**config.mk**
```make
export PLATFORM = sky130hd
export DESIGN_NAME = quad_decoder
export DESIGN_NICKNAME = d
export VERILOG_FILES = /design/src/hdl/quad_decoder_pkg.sv /design/src/hdl/channel_filter.sv /design/src/hdl/axis_counter.sv /design/src/hdl/quad_decoder.sv
export SDC_FILE = /design/constraint.sdc
export NUM_CORES = 1
export LEC_CHECK = 0
export ABC_AREA = 1
export BUFFER_PORTS_ARGS = -buffer_cell sky130_fd_sc_hd__buf_2
export CAP_MARGIN = 20
export CORE_MARGIN = 3
export CORE_UTILIZATION = 50
export CTS_CLUSTER_SIZE = 8
export DETAILED_ROUTE_END_ITERATION = 12
export GPL_ROUTABILITY_DRIVEN = 0
export PLACE_DENSITY = 0.68
export SETUP_SLACK_MARGIN = 0.02
export SYNTH_ARGS = -nofsm -noshare
export SYNTH_HDL_FRONTEND = slang
export SYNTH_HIERARCHICAL = 1
export SYNTH_SLANG_ARGS = --single-unit
```
**constraint.sdc**
```tcl
create_clock -name pclk -period 6.64 [get_ports pclk]
set_input_delay 0.996 -clock pclk [delete_from_list [all_inputs] [get_ports pclk]]
set_output_delay 0.996 -clock pclk [all_outputs]
set_load 0.05 [all_outputs]
```
**src/hdl/quad_decoder_pkg.sv**
```systemverilog
// Behaviour
// - Signed 16-bit step counter per axis
// - One shared 8-bit edge tally
// - Sample channels on system clock, programmable rate
// - Leading channel decides direction
// - Quadrature mode or plain edge mode
// - Simultaneous edges on axis: no count in quadrature mode, one in edge mode
// - Filter rejects pulses under three samples
// - Disabled axis clears its counter
// - Tally counts edges in every mode
// - Simultaneous edges raise tally by one
// - Divider value plus one sets clocks per sample period
// - Low-power clock bypasses the divider
// - Threshold raises interrupt, tally keeps counting
// - Per-axis pin selection registers
// - Per-axis count mode in control two
// - Writes clear interrupt and clear tally
// - Counters readable over APB
// - Works only while clock enable set
// - Threshold interrupt doubles as the wake-up request
package quad_decoder_pkg;
    localparam int AXES = 3;
    localparam int PIN_SEL_W = 4;
    localparam int DIV_W = 10;
    localparam logic [11:0] OFS_CONTROL = 12'h000;
    localparam logic [11:0] OFS_X_SELECT = 12'h004;
    localparam logic [11:0] OFS_Y_SELECT = 12'h008;
    localparam logic [11:0] OFS_Z_SELECT = 12'h00C;
    localparam logic [11:0] OFS_X_COUNT = 12'h010;
    localparam logic [11:0] OFS_Y_COUNT = 12'h014;
    localparam logic [11:0] OFS_Z_COUNT = 12'h018;
    localparam logic [11:0] OFS_DIVIDER = 12'h01C;
    localparam logic [11:0] OFS_TALLY = 12'h020;
    localparam logic [11:0] OFS_CONTROL_TWO = 12'h024;
    // Control register fields
    localparam int CTL_THRES_LSB = 0;
    localparam int CTL_PENDING_BIT = 8;
    localparam int CTL_CLEAR_BIT = 9;
    localparam int CTL_ENABLE_BIT = 10;
    localparam int CTL_LOW_POWER_BIT = 11;
    // Control two: bits 0..2 axis enable, 3..5 edge mode
    localparam int CT2_EN_LSB = 0;
    localparam int CT2_MODE_LSB = 3;
    localparam logic [7:0] THRES_RESET = 8'h01;
    localparam logic [DIV_W-1:0] DIV_RESET = 10'h000;
    localparam int FILTER_LEN = 3;
endpackage

```
**src/hdl/channel_filter.sv**
```systemverilog
// Majority-free spike filter: output follows only a stable run
module channel_filter
    import quad_decoder_pkg::*;
(
    input wire logic pclk,
    input wire logic presetn,
    input wire logic sample_en,
    input wire logic raw_in,
    output logic filt_out,
    output logic edge_seen
);
    logic [FILTER_LEN-1:0] hist_r, hist_nxt;
    logic filt_r, filt_nxt;
    logic edge_r, edge_nxt;

    // Change only after three equal samples
    always_comb begin
        hist_nxt = hist_r;
        filt_nxt = filt_r;
        edge_nxt = 1'b0;
        if (sample_en) begin
            hist_nxt = {hist_r[FILTER_LEN-2:0], raw_in};
            if (&hist_nxt && !filt_r) begin
                filt_nxt = 1'b1;
                edge_nxt = 1'b1;
            end else if (~|hist_nxt && filt_r) begin
                filt_nxt = 1'b0;
                edge_nxt = 1'b1;
            end
        end
    end

    always_ff @(posedge pclk or negedge presetn) begin
        if (!presetn) begin
            hist_r <= '0;
            filt_r <= 1'b0;
            edge_r <= 1'b0;
        end else begin
            hist_r <= hist_nxt;
            filt_r <= filt_nxt;
            edge_r <= edge_nxt;
        end
    end

    assign filt_out = filt_r;
    assign edge_seen = edge_r;
endmodule

```
**src/hdl/axis_counter.sv**
```systemverilog
// One axis: Gray decode or edge count into a wrapping counter
module axis_counter
    import quad_decoder_pkg::*;
(
    input wire logic pclk,
    input wire logic presetn,
    input wire logic enable,
    input wire logic edge_mode,
    input wire logic phase_a,
    input wire logic phase_b,
    input wire logic step_a,
    input wire logic step_b,
    output logic [15:0] count
);
    logic [1:0] prev_r, prev_nxt;
    logic [15:0] count_r, count_nxt;
    logic [1:0] cur;

    assign cur = {phase_a, phase_b};

    always_comb begin
        prev_nxt = prev_r;
        count_nxt = count_r;
        if (!enable) begin
            count_nxt = 16'h0000;
            prev_nxt = cur;
        end else if (step_a || step_b) begin
            prev_nxt = cur;
            if (edge_mode) begin
                count_nxt = count_r + 16'h0001;
            end else if (step_a != step_b) begin
                // A leading gives up, B leading gives down
                if ((prev_r[1] ^ prev_r[0]) == step_b)
                    count_nxt = count_r + 16'h0001;
                else
                    count_nxt = count_r - 16'h0001;
            end
        end
    end

    always_ff @(posedge pclk or negedge presetn) begin
        if (!presetn) begin
            prev_r <= 2'b00;
            count_r <= 16'h0000;
        end else begin
            prev_r <= prev_nxt;
            count_r <= count_nxt;
        end
    end

    assign count = count_r;

    // Count checks; a double step in quadrature mode must leave the count alone
    a_double_step: assert property (
        @(posedge pclk) disable iff (!presetn)
        enable && !edge_mode && step_a && step_b |=>
        count_r == $past(count_r))
        else $error("double transition changed count");
    a_disable_zero: assert property (
        @(posedge pclk) disable iff (!presetn)
        !enable |=> count_r == 16'h0000)
        else $error("disabled axis not cleared");
    a_edge_one: assert property (
        @(posedge pclk) disable iff (!presetn)
        enable && edge_mode && (step_a || step_b) |=>
        count_r == $past(count_r) + 16'h0001)
        else $error("edge mode step not one");
endmodule

```
**src/hdl/quad_decoder.sv**
```systemverilog
// Three-axis quadrature decoder, APB slave
//
// The APB interface to the registers and the register addresses are this design's own decisions.
module quad_decoder
    import quad_decoder_pkg::*;
#(
    parameter int PINS = 12
)
(
    input wire logic pclk,
    input wire logic presetn,
    input wire logic psel,
    input wire logic penable,
    input wire logic pwrite,
    input wire logic [11:0] paddr,
    input wire logic [31:0] pwdata,
    output logic [31:0] prdata,
    output logic pready,
    output logic pslverr,
    input wire logic [PINS-1:0] gpio_in,
    output logic edge_irq,
    output logic motion_wake
);
    // Software state
    logic [7:0] thres_r, thres_nxt;
    logic pending_r, pending_nxt;
    logic enable_r, enable_nxt;
    logic low_power_clock_r, low_power_clock_nxt;
    logic [2:0] axis_en_r, axis_en_nxt;
    logic [2:0] mode_r, mode_nxt;
    logic [DIV_W-1:0] div_r, div_nxt;
    logic [2*PIN_SEL_W-1:0] sel_r [AXES];
    logic [2*PIN_SEL_W-1:0] sel_nxt [AXES];
    logic [7:0] tally_r, tally_nxt;
    logic [DIV_W-1:0] dcnt_r, dcnt_nxt;
    logic [PINS-1:0] sync1_r, sync2_r;
    logic [31:0] prdata_r, prdata_nxt;
    logic sample_en;
    logic [2*AXES-1:0] filt, step;
    logic [15:0] cnt [AXES];
    logic wr, rd, any_edge, hit;

    assign wr = psel && penable && pwrite;
    assign rd = psel && !penable && !pwrite;
    assign pready = 1'b1;
    assign pslverr = 1'b0;
    assign prdata = prdata_r;

    // Two-stage synchroniser on pins
    always_ff @(posedge pclk or negedge presetn) begin
        if (!presetn) begin
            sync1_r <= '0;
            sync2_r <= '0;
        end else begin
            sync1_r <= gpio_in;
            sync2_r <= sync1_r;
        end
    end

    // Sampling divider; bypassed on low-power clock
    always_comb begin
        dcnt_nxt = dcnt_r;
        sample_en = 1'b0;
        if (!enable_r) begin
            dcnt_nxt = '0;
        end else if (low_power_clock_r || div_r == '0) begin
            sample_en = 1'b1;
            dcnt_nxt = '0;
        end else if (dcnt_r >= div_r) begin
            sample_en = 1'b1;
            dcnt_nxt = '0;
        end else begin
            dcnt_nxt = dcnt_r + 1'b1;
        end
    end

    // Per-axis pin select, filter and counter
    genvar g;
    generate
        for (g = 0; g < AXES; g++) begin : g_axis
            logic [PIN_SEL_W-1:0] sa, sb;
            logic pa, pb;
            assign sa = sel_r[g][PIN_SEL_W-1:0];
            assign sb = sel_r[g][2*PIN_SEL_W-1:PIN_SEL_W];
            // Out-of-range selection reads low
            assign pa = (sa < PINS) ? sync2_r[sa] : 1'b0;
            assign pb = (sb < PINS) ? sync2_r[sb] : 1'b0;
            channel_filter u_fa (
                .pclk(pclk), .presetn(presetn), .sample_en(sample_en),
                .raw_in(pa), .filt_out(filt[2*g]), .edge_seen(step[2*g])
            );
            channel_filter u_fb (
                .pclk(pclk), .presetn(presetn), .sample_en(sample_en),
                .raw_in(pb), .filt_out(filt[2*g+1]),
                .edge_seen(step[2*g+1])
            );
            axis_counter u_cnt (
                .pclk(pclk), .presetn(presetn),
                .enable(axis_en_r[g] && enable_r),
                .edge_mode(mode_r[g]),
                .phase_a(filt[2*g]), .phase_b(filt[2*g+1]),
                .step_a(step[2*g]), .step_b(step[2*g+1]),
                .count(cnt[g])
            );
        end
    endgenerate

    // Any edge on an enabled axis, in any mode
    always_comb begin
        any_edge = 1'b0;
        for (int i = 0; i < AXES; i++)
            if (axis_en_r[i] && (step[2*i] || step[2*i+1]))
                any_edge = 1'b1;
    end

    assign hit = enable_r && any_edge && (tally_r + 8'h01 == thres_r);

    // Register writes, tally and pending flag
    always_comb begin
        thres_nxt = thres_r;
        pending_nxt = pending_r;
        enable_nxt = enable_r;
        low_power_clock_nxt = low_power_clock_r;
        axis_en_nxt = axis_en_r;
        mode_nxt = mode_r;
        div_nxt = div_r;
        tally_nxt = tally_r;
        for (int i = 0; i < AXES; i++)
            sel_nxt[i] = sel_r[i];
        if (enable_r && any_edge)
            tally_nxt = tally_r + 8'h01;
        if (wr) begin
            unique case (paddr)
                OFS_CONTROL: begin
                    thres_nxt = pwdata[CTL_THRES_LSB +: 8];
                    enable_nxt = pwdata[CTL_ENABLE_BIT];
                    low_power_clock_nxt = pwdata[CTL_LOW_POWER_BIT];
                    if (pwdata[CTL_PENDING_BIT])
                        pending_nxt = 1'b0;
                    if (pwdata[CTL_CLEAR_BIT])
                        tally_nxt = 8'h00;
                end
                OFS_X_SELECT: sel_nxt[0] = pwdata[2*PIN_SEL_W-1:0];
                OFS_Y_SELECT: sel_nxt[1] = pwdata[2*PIN_SEL_W-1:0];
                OFS_Z_SELECT: sel_nxt[2] = pwdata[2*PIN_SEL_W-1:0];
                OFS_DIVIDER: div_nxt = pwdata[DIV_W-1:0];
                OFS_CONTROL_TWO: begin
                    axis_en_nxt = pwdata[CT2_EN_LSB +: 3];
                    mode_nxt = pwdata[CT2_MODE_LSB +: 3];
                end
                default: ;
            endcase
        end
        // Set beats a same-cycle clear
        if (hit)
            pending_nxt = 1'b1;
    end

    // Read mux, captured in setup phase
    always_comb begin
        prdata_nxt = prdata_r;
        if (rd) begin
            unique case (paddr)
                OFS_CONTROL: prdata_nxt = {20'h00000,
                    low_power_clock_r, enable_r, 1'b0, pending_r, thres_r};
                OFS_X_SELECT: prdata_nxt = {24'h000000, sel_r[0]};
                OFS_Y_SELECT: prdata_nxt = {24'h000000, sel_r[1]};
                OFS_Z_SELECT: prdata_nxt = {24'h000000, sel_r[2]};
                OFS_X_COUNT: prdata_nxt = {16'h0000, cnt[0]};
                OFS_Y_COUNT: prdata_nxt = {16'h0000, cnt[1]};
                OFS_Z_COUNT: prdata_nxt = {16'h0000, cnt[2]};
                OFS_DIVIDER: prdata_nxt = {22'h000000, div_r};
                OFS_TALLY: prdata_nxt = {24'h000000, tally_r};
                OFS_CONTROL_TWO: prdata_nxt = {26'h0000000, mode_r,
                    axis_en_r};
                default: prdata_nxt = 32'h00000000;
            endcase
        end
    end

    always_ff @(posedge pclk or negedge presetn) begin
        if (!presetn) begin
            thres_r <= THRES_RESET;
            pending_r <= 1'b0;
            enable_r <= 1'b0;
            low_power_clock_r <= 1'b0;
            axis_en_r <= 3'h0;
            mode_r <= 3'h0;
            div_r <= DIV_RESET;
            tally_r <= 8'h00;
            dcnt_r <= '0;
            prdata_r <= 32'h00000000;
            for (int i = 0; i < AXES; i++)
                sel_r[i] <= '0;
        end else begin
            thres_r <= thres_nxt;
            pending_r <= pending_nxt;
            enable_r <= enable_nxt;
            low_power_clock_r <= low_power_clock_nxt;
            axis_en_r <= axis_en_nxt;
            mode_r <= mode_nxt;
            div_r <= div_nxt;
            tally_r <= tally_nxt;
            dcnt_r <= dcnt_nxt;
            prdata_r <= prdata_nxt;
            for (int i = 0; i < AXES; i++)
                sel_r[i] <= sel_nxt[i];
        end
    end

    assign edge_irq = pending_r;
    assign motion_wake = pending_r;

    // Tally, interrupt and sampling checks
    a_tally_step: assert property (
        @(posedge pclk) disable iff (!presetn)
        enable_r && any_edge && !wr |=> tally_r == $past(tally_r) + 8'h01)
        else $error("tally did not step by one");
    a_irq_raise: assert property (
        @(posedge pclk) disable iff (!presetn)
        hit |=> pending_r)
        else $error("threshold did not raise interrupt");
    a_no_sample_off: assert property (
        @(posedge pclk) disable iff (!presetn)
        !enable_r |-> !sample_en)
        else $error("sampling while disabled");
    a_bypass_div: assert property (
        @(posedge pclk) disable iff (!presetn)
        enable_r && low_power_clock_r |-> sample_en)
        else $error("divider not bypassed");
    a_tally_clear: assert property (
        @(posedge pclk) disable iff (!presetn)
        wr && paddr == OFS_CONTROL && pwdata[CTL_CLEAR_BIT] |=>
        tally_r == 8'h00)
        else $error("tally not cleared");
endmodule

```
==> results.md, run 1 <==
- FF/Latch Area: between 4000 and 5000 sq um
- Die area: ~28000 sq um
- Synth area leaders: dfrtp_1 35%, nand2_1 18%, nand3_1 7.7%
- CP delay by family, top: simple AND/OR/NAND/NOR gates
- Max Fanout on Critical Path: 18
- Seq/Total Area, Yosys: ~35%
- Root buffer cell: clkbuf_16
- Worst hold path type: flop to flop
- Vias in the first global route: between 10000 and 15000
- Post-layout util: 54.80%
- Max rail drop VDD: between 0.1 and 0.15 mV
- Final WS setup: slightly above 4000 ps
- CP required: around 7000 ps
- Pins Over Slew Limit: 0
- Hold_ws: 354.4 ps
- Synth top area share: roughly a third
- Arrival @ worst endpoint: roughly 2800 ps
- Core ar.: 25540 sq um
- Mapped cell area: roughly 13000 sq um
- Max Clock Skew: 11.87 ps
- Crit-path slowest cell: dfrtp_1
- Clock Pin Slew Worst Setup and Hold Paths: ~90 ps
- RSZ-0062 raised after global routing: false
- Share of cells above drive strength 1: a little under an eighth
- Buf/Inv on CP: 3
- 1st-pass router iterations: 6
- Area growth from synthesis to layout: 6.077%
- Fin crit period: ~2500 ps
- Syn Inst Count: about 1900
- Skew-Pair Late Insertion Delay: between 400 and 500 ps
- Avg WL per Cell: around 16 um
- Post-DP HPWL: around 26 mm
- Via count: 12280
- Max-cap violations: 0
- Post-synth EDFFs: 0
- GRT overflow: 0
- Worst slew pin tran: between 800 and 900 ps
- Resized Gates After CTS: 0
- F_max: about 0.40 GHz
- Placed Area: approximately 13000 sq um
- Pin count of the biggest net entering global routing: 80
- Starting Density: around half
- # H-tree levels: 4
- TritonCTS Buffers: 17
- First-pass GRT wire length: a little under 60 mm
- Antenna-violating nets left: 0
- Number of antenna violations at the first check in global routing: 0
- Setup crit end kind: flop
- Kind of critical path: flop to flop
- Post-CTS Hold Fix Bufs: 0
- Synth warnings: 6
- Clock Path Buffers: 2
- Total track usage: approximately 25%
- # rows: between 50 and 60
- Drt drc: 0
- Drt total wl: ~35 mm
- Pwr/cell area: about 220 nW/um^2
- Crit share post-route: approximately 38%
- Outcome: finished, final reports clean
- Largest area contributor in the netlist: dfrtp_1
- Post-route design area: about 14000 sq um
- CP max stage delay: about 460 ps
- FF+latch count, synth: around 190
- Via-to-Cell Ratio: 5.388
- Clock Sinks: roughly 190
- Die Y: between 150 and 200 um
- Final hold violation count: 0
- Setup crit start kind: flop
- Area of the multi-input gates: around 7100 sq um
- Nets: around 2000
- Diodes inserted: 0
- Dpl ws: 3846 ps
- Async SR Flop Fraction: between 90% and 100%
- Die Span X: around 170 um
- Leak Pwr: between 7 and 8 nW
- IO Pins: 97
- Synth unique cells: 47
- Fillers: between 2000 and 2500
- Final setup viols: 0
- Slew Limit Headroom: roughly 43%
- Sum of negative setup slack: 0 ps
- CTS tree: done
- Avg Cell Area, Syn: about 7 sq um
- Synth Flop Type: dfrtp_1
- CP cell instances: inv_1 -> ha_1 -> nand2_1 -> nor2_1 -> o211ai_1 -> nand4_1 -> nor2_1 -> nor2_1 -> buf_4 -> inv_2 -> nor2_2 -> nand3_2 -> nand2_1 -> nand2_1
- Post-CTS setup buffer count: 0
- 1st-iter DRT viols: roughly 1200
- Port bufs: just under 60
## metrics by stage
step,power [mW],instances
floorplan,1.814,1936
global placement,1.937,2247
detailed placement,1.957,2247
CTS,3.066,2279
global route,3.237,2279
finish,3.049,2279
## logic make-up (layout without fill, tap and decap cells)
family	count (synthesis)	in the layout	share of synthesized area [%]
adder cells (fa/ha/maj)	21	21	1.991
AND/OR/NAND/NOR	1157	1157	39.55
XOR/XNOR	22	22	1.669
flip-flops	187	187	35.47
AO/OA/AOI/OAI	231	231	10.03
buffers and inverters	300	313	11.24
other	2	18	0.05691
## synthesized netlist by cell type, types with 4 or more instances
master	count
o211ai_1	5
nand4_1	23
ha_1	21
o21ai_1	24
o21ai_0	127
inv_2	16
a21oi_1	36
xor2_1	19
nand3_2	17
o22ai_1	5
o21ai_2	17
buf_4	26
buf_2	24
nand3_1	204
nand3_4	4
nor2_1	168
dfrtp_1	186
nand2_2	14
nor2_2	31
nand2_4	7
nor3_1	17
buf_6	26
inv_1	200
nor2_4	13
nand2_1	647
## where the power goes
| part | total [mW] | internal (mW) | switching [mW] |
|---|---|---|---|
| Sequential | 1.24 | 1.19 | 0.0494 |
| Combinational | 0.698 | 0.207 | 0.491 |
| Clock | 1.11 | 0.534 | 0.573 |
## placed cells by master (no fill, tap or decap), types with 18 or more instances in the layout
cell	count
a21oi_1	36
buf_2	57
conb_1	18
dfrtp_1	186
ha_1	21
inv_1	200
nand2_1	647
nand3_1	204
nand4_1	23
nor2_1	167
nor2_2	32
o21ai_0	127
o21ai_1	24
xor2_1	19
## sequential cells by signal, indices dropped and copies added (netlist names), 6 cells and up
signal	cells
g_axis.sb	12
g_axis.u_cnt/prev_r	6
prdata	16
g_axis.u_fa/hist_r	6
g_axis.u_cnt/count	48
g_axis.sa	12
dcnt_r	10
sync1_r	12
div_r	10
tally_r	8
sync2_r	12
g_axis.u_fb/hist_r	6
thres_r	8
## worst register-to-register path, stage by stage (launching register included)
cell	delay, ps
dfrtp_1	460
inv_1	100
ha_1	320
nand2_1	80
nor2_1	140
o211ai_1	100
nand4_1	350
nor2_1	80
nor2_1	110
buf_4	290
inv_2	80
nor2_2	110
nand3_2	80
nand2_1	70
nand2_1	50
## routing by layer
layer / track usage (%) / part of all wire, %
met2: 39.29 / 45
met5: 0 / 0
met1: 36.59 / 45
met3: 4.017 / 7.1
met4: 6.759 / 2.2
## final timing paths
kind | from | to | slack (ps) | cells past startpoint
max | div_r[9]$_DFFE_PN0P_ | g_axis[2].u_fa/filt_out$_DFFE_PN0P_ | 4140 | 14
min | sync1_r[0]$_DFF_PN0_ | sync2_r[0]$_DFF_PN0_ | 350 | 0
min in group asynchronous | presetn | g_axis[0].u_cnt/count[8]$_DFFE_PN0P_ | 550 | 1
max in group asynchronous | presetn | mode_r[2]$_DFFE_PN0P_ | 4830 | 2
max reg2reg | div_r[9]$_DFFE_PN0P_ | g_axis[2].u_fa/filt_out$_DFFE_PN0P_ | 4140 | 14
min reg2reg | sync1_r[0]$_DFF_PN0_ | sync2_r[0]$_DFF_PN0_ | 350 | 0
## layout make-up
class / count / area share (%)
clock buffers: 17 / 3.039
clock inverters: 15 / 1.573
inverters: 218 / 5.872
multi-input cells: 1449 / 50.72
flip-flops and latches: 187 / 33.44
well taps: 330 / 2.950
repair buffers: 63 / 2.404
Power figures use the tool's default switching activity.
==> run 2: changes to the inputs <==
Clock period 6.64 ns to 2.4 ns, I/O delays scaled along.
==> results.md, run 2 (synthesis results as in run 1) <==
- Root buffer cell: clkbuf_16 (unchanged)
- Global-route track usage on met3: 4.344% (was 4.017%)
- Die Span X: 168.5 um (unchanged)
- Grt peak-use layer: met2 (unchanged)
- Fillers: 2465 (was 2485)
- Die Y: 168.5 um (unchanged)
- Clock Sinks: 187 (unchanged)
- Crit-path slowest cell: dfrtp_2 (was dfrtp_1)
- Number of antenna violations at the first check in global routing: 1 (was 0)
- Worst hold path type: input port to flop (was flop to flop)
- CP most frequent cell: nand2_1
- Leak Pwr: 7.553 nW (was 7.367 nW)
- Total track usage: 25.55% (was 25.15%)
- Max rail drop VDD: 0.3685 mV (was 0.1445 mV)
- Post-DP HPWL: 26.69 mm (was 25.96 mm)
- Core ar.: 25540 sq um (unchanged)
- Vias in the first global route: 11520 (was 11040)
- Max reg flops: 48 (unchanged)
- GRT overflow: 0 (unchanged)
- Sum of negative setup slack: 0 ps (unchanged)
- Met2 Use GR: 40.94% (was 39.29%)
- GR Layer Usage met1: 36.33% (was 36.59%)
- CTS tree: done (unchanged)
- CP max stage delay: 430 ps (was 460 ps)
- # rows: 58 (unchanged)
- CP cell instances: inv_1 -> ha_1 -> nand2_1 -> inv_1 -> nor2_1 -> o21ai_0 -> nand2_1 -> nand4_1 -> nor2_1 -> nor2_1 -> buf_12 -> inv_2 -> nor2_2 -> nand3_2 -> nand2_1 -> nand2_1 (was inv_1 -> ha_1 -> nand2_1 -> nor2_1 -> o211ai_1 -> nand4_1 -> nor2_1 -> nor2_1 -> buf_4 -> inv_2 -> nor2_2 -> nand3_2 -> nand2_1 -> nand2_1)
- Pin count of the biggest net entering global routing: 64 (was 80)
- Pins Over Slew Limit: 0 (unchanged)
- Drt total wl: 35.81 mm (was 35.34 mm)
- Most frequent cells in the layout: 647 x nand2_1, 204 x nand3_1, 200 x inv_1 (unchanged)
- FF/Latch Area: 4682 sq um (was 4681 sq um)
- Avg WL per Cell: 15.48 um (was 15.51 um)
- Antenna-violating nets left: 0 (unchanged)
- TritonCTS Buffers: 17 (unchanged)
- Starting Density: 51.66% (unchanged)
- Pwr Total: 8.544 mW (was 3.049 mW)
- Fin crit period: 2113 ps (was 2499 ps)
- Clock Pin Slew Worst Setup and Hold Paths: 90 ps (about the same)
- Max Fanout on Critical Path: 18 (unchanged)
- 1st-iter DRT viols: 1167 (was 1174)
- Setup crit end kind: flop (unchanged)
- Outcome: finished, final reports clean (unchanged)
- Kind of critical path: flop to flop (unchanged)
- Setup crit start kind: flop (unchanged)
- Final hold violation count: 0 (unchanged)
- Drt drc: 0 (unchanged)
- Max-cap violations: 0 (unchanged)
- # H-tree levels: 4 (unchanged)
- Port bufs: 58 (unchanged)
- Max Clock Skew: 10.84 ps (was 11.87 ps)
- F_max: 0.4732 GHz (was 0.4001 GHz)
- Area of the multi-input gates: 7101 sq um (unchanged)
- Post-layout util: 56.21% (was 54.80%)
- Clock Path Buffers: 2 (unchanged)
- Area growth from synthesis to layout: 8.808% (was 6.077%)
- Die area: 28380 sq um (unchanged)
- Pwr/cell area: 595.1 nW/um^2 (was 217.8 nW/um^2)
- First-pass GRT wire length: 58.87 mm (was 57.62 mm)
- CP required: 2750 ps (was 6980 ps)
- Worst slew pin tran: 810.7 ps (was 859.6 ps)
- 1st-pass router iterations: 5 (was 6)
- Skew-Pair Late Insertion Delay: 450 ps (about the same)
- Share of cells above drive strength 1: 12.81% (was 11.90%)
- Most common cell after layout, fill and taps aside: nand2_1 (unchanged)
- Diodes inserted: 0 (unchanged)
- RSZ-0062 raised after global routing: false (unchanged)
- Via-to-Cell Ratio: 5.371 (was 5.388)
- Via count: 12420 (was 12280)
- Slew Limit Headroom: 45.90% (was 42.63%)
- IO Pins: 97 (unchanged)
- Arrival @ worst endpoint: 2460 ps (was 2840 ps)
- Nets: 2052 (was 2018)
- Final setup viols: 0 (unchanged)
- Crit share post-route: 88.04% (was 37.64%)
[run 2: worst paths after layout]
kind	slack, ps	to	depth (start not counted)	start
worst max-delay path	290	g_axis[1].u_fa/filt_out$_DFFE_PN0P_	16	div_r[3]$_DFFE_PN0P_
worst min-delay path	190	low_power_clock_r$_DFFE_PN0P_	3	pwdata[11]
worst max register to register	290	g_axis[1].u_fa/filt_out$_DFFE_PN0P_	16	div_r[3]$_DFFE_PN0P_
worst min register to register	360	sync2_r[10]$_DFF_PN0_	0	sync1_r[10]$_DFF_PN0_
max in group asynchronous	1140	thres_r[0]$_DFFE_PN1P_	3	presetn
min in group asynchronous	460	g_axis[0].u_cnt/count[8]$_DFFE_PN0P_	2	presetn
[run 2: final cells by class]
cell class	instances	share of cell area, %
Sequential cell	187	32.61
Clock buffer	17	2.963
Inverter	218	5.725
Clock inverter	15	1.682
Multi-Input combinational cell	1449	49.45
Timing Repair Buffer	97	4.697
Tap cell	330	2.876
[run 2: worst max-delay path: cells and delay by family, from the launching register on]
| family | cells | cell delay [ps] |
|---|---|---|
| and+or+nand+nor | 10 | 770 |
| DFF | 1 | 430 |
| buffers and inverters | 4 | 370 |
| adders and majority gates | 1 | 300 |
| AOI/OAI and AO/OA | 1 | 140 |
[run 2: routing by layer]
metal	vias up	part of all wire [%]
met5	-	0.036
met4	2	1.7
met3	60	6.7
met2	418	46
met1	5759	46
li1	6185	-
[run 2: metrics by stage]
stage	cells	hold WS [ps]	worst slack (ps)	instance area (sq um)
2_1_floorplan	1936	64.41	57.45	13260
3_3_place_gp	2266	331.4	297.3	13550
3_5_place_dp	2266	336.4	227.7	13550
4_1_cts	2311	176.6	211.7	14340
5_1_grt	2313	180.0	55.36	14360
6_report	2313	188.9	286.9	14360
[run 2: timing repair]
item	4_1_cts	5_1_grt
buffers inserted	0	2
hold endpoints to repair	72	0
hold buffers	13	0
resized for setup	0	1
endpoints found under the setup margin	0	3
[run 2: power breakdown]
| group | leakage, nW | internal, mW | total (mW) | switching, mW |
|---|---|---|---|---|
| sequential | 2.47 | 3.30 | 3.44 | 0.135 |
| combinational | 4.76 | 0.598 | 1.96 | 1.37 |
| clock | 0.319 | 1.50 | 3.14 | 1.64 |
| total | 7.55 | 5.40 | 8.54 | 3.14 |
